$ cat config.mk
export PLATFORM = sky130hd
export DESIGN_NAME = aisp_top
export DESIGN_NICKNAME = d
export VERILOG_FILES = /design/src/verilog/aisp_line.v /design/src/verilog/aisp_top.v
export VERILOG_INCLUDE_DIRS = /design/src /design/src/include
export SDC_FILE = /design/constraint.sdc
export NUM_CORES = 1
export LEC_CHECK = 0
export ABC_AREA = 1
export BUFFER_PORTS_ARGS = -buffer_cell sky130_fd_sc_hd__buf_4
export CAP_MARGIN = 0
export CORE_UTILIZATION = 58
export DETAILED_ROUTE_END_ITERATION = 8
export PLACE_DENSITY = 0.85
export SYNTH_ARGS = -nofsm -noshare
export SYNTH_HDL_FRONTEND = slang
export SYNTH_SLANG_ARGS = --single-unit
$ cat constraint.sdc
create_clock -name aclk -period 4.2 [get_ports aclk]
set_input_delay 0.63 -clock aclk [delete_from_list [all_inputs] [get_ports aclk]]
set_output_delay 0.63 -clock aclk [all_outputs]
set_load 0.01 [all_outputs]
$ cat src/include/aisp_defines.vh
// constants for the converter interrupt select pair block
// Function
// - bits 15 and 7 of the select register read zero; writes there ignored
// - continuous mode 0: no further pulses on a line until its flag clears
// - continuous mode 1: pulse on every selected trigger, flag state ignored
// - five-bit select picks trigger 0 to 15; top bit set is invalid
// - trigger while flag already set sets the overflow bit, any mode
// - overflow clear in same cycle as hardware set: set wins
// - select register writes accepted only while write unlock is active
`ifndef AISP_DEFINES_VH
`define AISP_DEFINES_VH

// ---------------------------------------------------------------
// register map (byte addresses)
// ---------------------------------------------------------------
`define AISP_ADDR_SEL 8'h00
`define AISP_ADDR_FLAG 8'h04
`define AISP_ADDR_FLAG_CLR 8'h08
`define AISP_ADDR_OVF 8'h0c
`define AISP_ADDR_OVF_CLR 8'h10
`define AISP_ADDR_UNLOCK 8'h14
`define AISP_ADDR_IRQ_STAT 8'h18
`define AISP_ADDR_IRQ_CLR 8'h1c
`define AISP_ADDR_IRQ_EN 8'h20

// ---------------------------------------------------------------
// select register fields
// ---------------------------------------------------------------
`define AISP_SEL_WMASK 16'h7f7f
`define AISP_SEL_RESET 16'h0000
`define AISP_UP_LSB 8
`define AISP_LO_LSB 0
`define AISP_F_CONT 6
`define AISP_F_EN 5
`define AISP_F_SRC_TOP 4

// ---------------------------------------------------------------
// axi responses
// ---------------------------------------------------------------
`define AISP_RESP_OKAY 2'b00
`define AISP_RESP_SLVERR 2'b10

`endif

$ cat src/verilog/aisp_line.v
// one interrupt line: source pick, flag, overflow and pulse
`timescale 1ns/100ps
`include "aisp_defines.vh"
module aisp_line (
    aclk,
    aresetn,
    cfg,
    eoc,
    flag_clr,
    ovf_clr,
    pulse_ff,
    flag_ff,
    ovf_ff,
    ovf_evt_ff
);
    input wire aclk;
    input wire aresetn;
    input wire [6:0] cfg;
    input wire [15:0] eoc;
    input wire flag_clr;
    input wire ovf_clr;
    output reg pulse_ff;
    output reg flag_ff;
    output reg ovf_ff;
    output reg ovf_evt_ff;

    wire cont = cfg[`AISP_F_CONT];
    wire en = cfg[`AISP_F_EN];
    // invalid selections never fire
    wire trig = en & ~cfg[`AISP_F_SRC_TOP] & eoc[cfg[3:0]];
    wire ovf_set = trig & flag_ff;
    wire fire = trig & (cont | ~flag_ff);
    wire nxt_pulse = fire;
    // set beats clear so a trigger in the clearing cycle is kept
    wire nxt_flag = trig | (flag_ff & ~flag_clr);
    wire nxt_ovf = ovf_set | (ovf_ff & ~ovf_clr);

    always @(posedge aclk) begin
        if (!aresetn) begin
            pulse_ff <= 1'b0;
            flag_ff <= 1'b0;
            ovf_ff <= 1'b0;
            ovf_evt_ff <= 1'b0;
        end else begin
            pulse_ff <= nxt_pulse;
            flag_ff <= nxt_flag;
            ovf_ff <= nxt_ovf;
            ovf_evt_ff <= ovf_set;
        end
    end
endmodule

$ cat src/verilog/aisp_top.v
// interrupt select pair with axi4-lite register access
`timescale 1ns/100ps
`include "aisp_defines.vh"
module aisp_top (
    aclk,
    aresetn,
    eoc_pulse,
    s_axi_awaddr,
    s_axi_awvalid,
    s_axi_awready,
    s_axi_wdata,
    s_axi_wstrb,
    s_axi_wvalid,
    s_axi_wready,
    s_axi_bresp,
    s_axi_bvalid,
    s_axi_bready,
    s_axi_araddr,
    s_axi_arvalid,
    s_axi_arready,
    s_axi_rdata,
    s_axi_rresp,
    s_axi_rvalid,
    s_axi_rready,
    converter_interrupt_upper,
    converter_interrupt_lower,
    irq_ff
);
    input wire aclk;
    input wire aresetn;
    input wire [15:0] eoc_pulse;
    input wire [7:0] s_axi_awaddr;
    input wire s_axi_awvalid;
    output reg s_axi_awready;
    input wire [31:0] s_axi_wdata;
    input wire [3:0] s_axi_wstrb;
    input wire s_axi_wvalid;
    output reg s_axi_wready;
    output reg [1:0] s_axi_bresp;
    output reg s_axi_bvalid;
    input wire s_axi_bready;
    input wire [7:0] s_axi_araddr;
    input wire s_axi_arvalid;
    output reg s_axi_arready;
    output reg [31:0] s_axi_rdata;
    output reg [1:0] s_axi_rresp;
    output reg s_axi_rvalid;
    input wire s_axi_rready;
    output wire converter_interrupt_upper;
    output wire converter_interrupt_lower;
    output reg irq_ff;

    // ---------------------------------------------------------------
    // registers
    // ---------------------------------------------------------------
    reg [15:0] interrupt_pair_select_ff;
    reg protected_write_unlock_ff;
    reg [3:0] irq_stat_ff;
    reg [3:0] irq_en_ff;
    reg [7:0] awaddr_ff;
    reg aw_held_ff;
    reg [31:0] wdata_ff;
    reg [3:0] wstrb_ff;
    reg w_held_ff;
    reg [15:0] eoc_meta_ff;
    reg [15:0] eoc_sync_ff;
    reg [15:0] eoc_last_ff;
    reg b_pend_ff;
    reg r_pend_ff;

    wire [1:0] interrupt_flag_bits;
    wire [1:0] interrupt_overflow_bits;
    wire [1:0] line_pulse;
    wire [1:0] line_ovf_evt;

    // ---------------------------------------------------------------
    // trigger capture: pulses from outside, synchronised then edge-made
    // ---------------------------------------------------------------
    wire [15:0] eoc_rise = eoc_sync_ff & ~eoc_last_ff;

    always @(posedge aclk) begin
        if (!aresetn) begin
            eoc_meta_ff <= 16'h0000;
            eoc_sync_ff <= 16'h0000;
            eoc_last_ff <= 16'h0000;
        end else begin
            eoc_meta_ff <= eoc_pulse;
            eoc_sync_ff <= eoc_meta_ff;
            eoc_last_ff <= eoc_sync_ff;
        end
    end

    // ---------------------------------------------------------------
    // write channel
    // ---------------------------------------------------------------
    wire aw_ok = aw_held_ff | s_axi_awvalid;
    wire w_ok = w_held_ff | s_axi_wvalid;
    wire wr_go = aw_ok & w_ok & ~s_axi_bvalid & ~b_pend_ff;
    wire [7:0] wr_addr = aw_held_ff ? awaddr_ff : s_axi_awaddr;
    wire [31:0] wr_data = w_held_ff ? wdata_ff : s_axi_wdata;
    wire [3:0] wr_strb = w_held_ff ? wstrb_ff : s_axi_wstrb;

    function hit;
        input [7:0] a;
        input [7:0] r;
        begin
            hit = (a[7:2] == r[7:2]);
        end
    endfunction

    function mapped;
        input [7:0] a;
        begin
            mapped = (a[7:2] <= `AISP_ADDR_IRQ_EN >> 2);
        end
    endfunction

    wire wr_sel = wr_go & hit(wr_addr, `AISP_ADDR_SEL);
    wire [1:0] flag_clr = (wr_go & hit(wr_addr, `AISP_ADDR_FLAG_CLR) & wr_strb[0]) ?
        wr_data[1:0] : 2'b00;
    wire [1:0] ovf_clr = (wr_go & hit(wr_addr, `AISP_ADDR_OVF_CLR) & wr_strb[0]) ?
        wr_data[1:0] : 2'b00;
    wire [3:0] stat_clr = (wr_go & hit(wr_addr, `AISP_ADDR_IRQ_CLR) & wr_strb[0]) ?
        wr_data[3:0] : 4'h0;

    // reserved bits never stored, so they read back zero
    wire [15:0] sel_wmask = {{8{wr_strb[1]}}, {8{wr_strb[0]}}} & `AISP_SEL_WMASK;
    wire [15:0] nxt_sel = (interrupt_pair_select_ff & ~sel_wmask) |
        (wr_data[15:0] & sel_wmask);
    // stat bits, msb first: upper overflow, lower overflow, upper pulse, lower pulse
    wire [3:0] stat_evt = {line_ovf_evt, line_pulse};

    always @(posedge aclk) begin
        if (!aresetn) begin
            s_axi_awready <= 1'b0;
            s_axi_wready <= 1'b0;
            s_axi_bvalid <= 1'b0;
            s_axi_bresp <= `AISP_RESP_OKAY;
            b_pend_ff <= 1'b0;
            aw_held_ff <= 1'b0;
            w_held_ff <= 1'b0;
            awaddr_ff <= 8'h00;
            wdata_ff <= 32'h00000000;
            wstrb_ff <= 4'h0;
            interrupt_pair_select_ff <= `AISP_SEL_RESET;
            protected_write_unlock_ff <= 1'b0;
            irq_stat_ff <= 4'h0;
            irq_en_ff <= 4'h0;
            irq_ff <= 1'b0;
        end else begin
            s_axi_awready <= 1'b0;
            s_axi_wready <= 1'b0;
            b_pend_ff <= 1'b0;
            if (s_axi_awvalid & ~aw_held_ff & ~s_axi_awready & ~wr_go) begin
                aw_held_ff <= 1'b1;
                awaddr_ff <= s_axi_awaddr;
                s_axi_awready <= 1'b1;
            end
            if (s_axi_wvalid & ~w_held_ff & ~s_axi_wready & ~wr_go) begin
                w_held_ff <= 1'b1;
                wdata_ff <= s_axi_wdata;
                wstrb_ff <= s_axi_wstrb;
                s_axi_wready <= 1'b1;
            end
            if (wr_go & ~s_axi_awready & ~s_axi_wready) begin
                s_axi_awready <= ~aw_held_ff;
                s_axi_wready <= ~w_held_ff;
                aw_held_ff <= 1'b0;
                w_held_ff <= 1'b0;
                b_pend_ff <= 1'b1;
                s_axi_bresp <= mapped(wr_addr) ? `AISP_RESP_OKAY : `AISP_RESP_SLVERR;
                if (wr_sel & protected_write_unlock_ff) begin
                    interrupt_pair_select_ff <= nxt_sel;
                end
                if (hit(wr_addr, `AISP_ADDR_UNLOCK) & wr_strb[0]) begin
                    protected_write_unlock_ff <= wr_data[0];
                end
                if (hit(wr_addr, `AISP_ADDR_IRQ_EN) & wr_strb[0]) begin
                    irq_en_ff <= wr_data[3:0];
                end
            end
            // response only after both ready pulses have been seen
            if (b_pend_ff) begin
                s_axi_bvalid <= 1'b1;
            end else if (s_axi_bvalid & s_axi_bready) begin
                s_axi_bvalid <= 1'b0;
            end
            // event in the clearing cycle survives
            irq_stat_ff <= stat_evt | (irq_stat_ff & ~stat_clr);
            irq_ff <= |((stat_evt | (irq_stat_ff & ~stat_clr)) & irq_en_ff);
        end
    end

    // ---------------------------------------------------------------
    // read channel
    // ---------------------------------------------------------------
    reg [31:0] rd_mux;

    always @* begin
        rd_mux = 32'h00000000;
        if (hit(s_axi_araddr, `AISP_ADDR_SEL)) begin
            rd_mux[15:0] = interrupt_pair_select_ff;
        end else if (hit(s_axi_araddr, `AISP_ADDR_FLAG)) begin
            rd_mux[1:0] = interrupt_flag_bits;
        end else if (hit(s_axi_araddr, `AISP_ADDR_OVF)) begin
            rd_mux[1:0] = interrupt_overflow_bits;
        end else if (hit(s_axi_araddr, `AISP_ADDR_UNLOCK)) begin
            rd_mux[0] = protected_write_unlock_ff;
        end else if (hit(s_axi_araddr, `AISP_ADDR_IRQ_STAT)) begin
            rd_mux[3:0] = irq_stat_ff;
        end else if (hit(s_axi_araddr, `AISP_ADDR_IRQ_EN)) begin
            rd_mux[3:0] = irq_en_ff;
        end
    end

    always @(posedge aclk) begin
        if (!aresetn) begin
            s_axi_arready <= 1'b0;
            s_axi_rvalid <= 1'b0;
            s_axi_rdata <= 32'h00000000;
            s_axi_rresp <= `AISP_RESP_OKAY;
            r_pend_ff <= 1'b0;
        end else begin
            s_axi_arready <= 1'b0;
            r_pend_ff <= 1'b0;
            if (s_axi_arvalid & ~s_axi_arready & ~s_axi_rvalid & ~r_pend_ff) begin
                s_axi_arready <= 1'b1;
                r_pend_ff <= 1'b1;
                s_axi_rdata <= rd_mux;
                s_axi_rresp <= mapped(s_axi_araddr) ? `AISP_RESP_OKAY : `AISP_RESP_SLVERR;
            end
            // data valid only after the address handshake
            if (r_pend_ff) begin
                s_axi_rvalid <= 1'b1;
            end else if (s_axi_rvalid & s_axi_rready) begin
                s_axi_rvalid <= 1'b0;
            end
        end
    end

    // ---------------------------------------------------------------
    // the two lines
    // ---------------------------------------------------------------
    genvar g;
    generate
        for (g = 0; g < 2; g = g + 1) begin : gen_line
            aisp_line u_line (
                .aclk(aclk),
                .aresetn(aresetn),
                .cfg(interrupt_pair_select_ff[g * `AISP_UP_LSB +: 7]),
                .eoc(eoc_rise),
                .flag_clr(flag_clr[g]),
                .ovf_clr(ovf_clr[g]),
                .pulse_ff(line_pulse[g]),
                .flag_ff(interrupt_flag_bits[g]),
                .ovf_ff(interrupt_overflow_bits[g]),
                .ovf_evt_ff(line_ovf_evt[g])
            );
        end
    endgenerate

    // both are flip-flop outputs inside the line module
    assign converter_interrupt_lower = line_pulse[0];
    assign converter_interrupt_upper = line_pulse[1];
endmodule
==> flow_summary.yaml <==
critical_path:
  worstPathRequired_ns: 4.58
  worstPathCellList: "inv_2, nand2_1, nand3_4, nand2_1, inv_1, o21ai_0, a21oi_1"
  path_buf_inv: 2
  arrival_ns: 2.97
  cp_common_cell: "nand2_1"
  slowest_stage: "dfxtp_1"
  critPathTopFamily: "flip-flops"
  cp_max_fo: 25
  worstSetupPathType: "flop to flop"
  start_kind: "flop"
  cp-end-kind: "flop"
  cp_slowest_stage_delay_ns: 0.83
synth:
  avgSynthCellArea_sq_um: 7.46
  synth.area.top_cells: "dfxtp_1, nand2_1, inv_1, o21ai_0, a21oi_1"
  yosysWarnings: 0
  yosys.cell_types.count: 36
  syn-cell-area_sq_mm: 0.00528
  synthCells: 708
  synth_top_area_frac: 0.478
  synth-seq-cells: 126
  synth_flop_cell: "dfxtp_1"
  seq_area_frac_synth: 0.478
  synth-edff-count: 0
  synth_largest_area_cell: "dfxtp_1"
  synth_async_sr_flop_share: 0
run:
  drv_cap: 0
final_layout:
  syn_to_final_growth_pct: 19.3
  fin_nets: 849
  postLayoutCoreUtil: 0.719
  diodes: 0
  final_common_cell: "nand2_1"
  mostFrequentLayoutCells: "nand2_1, dfxtp_1, inv_1, buf_4, o21ai_0"
  fillers: 653
  drive_gt1_frac: 0.169
timing:
  grt_setup_unrepaired: "false"
  slew_headroom: 0.414
  setup_slack_ns: 1.61
  finClkSkew_ns: 0.00705
  slew_viol_final: 0
  worstMarginPinSlew_ns: 0.876
  hold_viol_final: 0
  min_period_ns: 2.59
  finalSetupViolations: 0
  fin_crit_sh: 0.617
  totalNegativeSetupSlack_ns: 0
  fmax_mhz: 386
hold_path:
  min_path_type: "input pin to flop"
clock_tree:
  path_clk_slew_ns: 0.06
  h-tree-depth: 4
  cts_buffers: 17
  root_buffer: "clkbuf_8"
  cts.sinks: 126
  clock_latency_ns: 0.51
  cts_buffer_depth: 2
  cts_tree: "built"
  post_cts_resized: 0
  cts_hold_buf: 0
  cts_setup_buffers: 0
placement:
  gp_congestion: 0.869
  pre_cts_ws_ns: 1.71
  numPortBuffers: 74
  dpl.hpwl_um: 7790
routing:
  totalWireLength_um: 11600
  drt_pre_antenna_iters: 5
  viasPerCell: 5.29
  remaining_drc_errors: 0
  wl_per_cell_um: 13.0
  ant_nets: 0
  drt_iter0_drc: 556
  vias: 4731
global_routing:
  antenna_found_initial: 0
  gr-max-usage-layer: "met2"
  met1_usage: 0.328
  use_met3: 0.0568
  gr-total-overflow: 0
  grt_pass1_vias: 4220
  grt_max_degree: 84
  grt_pass1_wl_um: 19400
  grt_usage: 0.252
  grtUsageMet2: 0.395
floorplan:
  row_count: 34
  die_area_sq_mm: 0.00949
  die_h_um: 97.4
  start_util: 0.602
  coreArea_sq_mm: 0.00876
  io_pins: 119
  die_w_um: 97.4
power:
  p_leak_nw: 3.00
  powerDensity_mw_per_mm2: 471
  vdd_ir_drop_max_uv: 256
outcome:
  status: "finished, final reports clean"
-- cell usage after synthesis (all sizes together), types with 2 or more instances --
master / n
clkbuf: 15
a21oi: 59
nor3: 8
buf: 33
nand4: 11
a22oi: 2
o21ai: 69
o211ai: 19
nand3: 38
inv: 128
nand2: 149
nor2: 41
dfxtp: 126
o22ai: 2
-- cells by family after synthesis --
logic type,share of synthesized area
flops,0.478
compound gates,0.162
other cells,0.000710
simple gates,0.212
buf+inv,0.147
-- final cells by class --
class,instances,area [sq um],share of cell area
Inverter,129,487,0.0773
Multi-Input combinational cell,424,2050,0.326
Timing Repair Buffer,76,571,0.0906
Sequential cell,126,2520,0.400
Tap cell,108,135,0.0215
Clock inverter,12,91.3,0.0145
Clock buffer,19,442,0.0701
-- power by group --
part	total (W)	internal [W]	switching, W	leakage, nW
clock	0.00128	0.000754	0.000526	0.260
sequential	0.00132	0.00127	0.0000502	1.03
combinational	0.000362	0.000132	0.000230	1.71
total	0.00297	0.00216	0.000806	3.00
-- worst register-to-register path: cells and delay by family (launching register included) --
family          cells  cell delay, ns
simple gates        3            0.66
compound gates      2            0.35
buf+inv             2            0.63
flops               1            0.83
-- metal layers --
metal / vias to the layer above / routed length (um)
met5: - / 0
met4: 0 / 299
met3: 36 / 792
met2: 198 / 5540
met1: 2155 / 4950
li1: 2342 / -
-- through the flow --
stage	cells	hold WS (ns)	power [W]	instance area, sq um
2_1_floorplan	727	0.390	0.00160	5350
3_3_place_gp	863	0.392	0.00168	5770
3_5_place_dp	863	0.397	0.00170	5770
4_1_cts	894	0.285	0.00297	6300
5_1_grt	894	0.288	0.00309	6300
6_report	894	0.294	0.00297	6300
-- path summary, 6_finish.rpt --
| check | from | endpoint | slack, ns | cells past startpoint |
|---|---|---|---|---|
| worst max-delay path | w_held_ff | wdata_ff[13] | 1.61 | 7 |
| worst min-delay path | eoc_pulse[8] | eoc_meta_ff[8] | 0.29 | 3 |
| worst max register to register | w_held_ff | wdata_ff[13] | 1.61 | 7 |
| worst min register to register | eoc_meta_ff[12] | eoc_sync_ff[12] | 0.41 | 2 |
(Power assumes the default switching activity.)
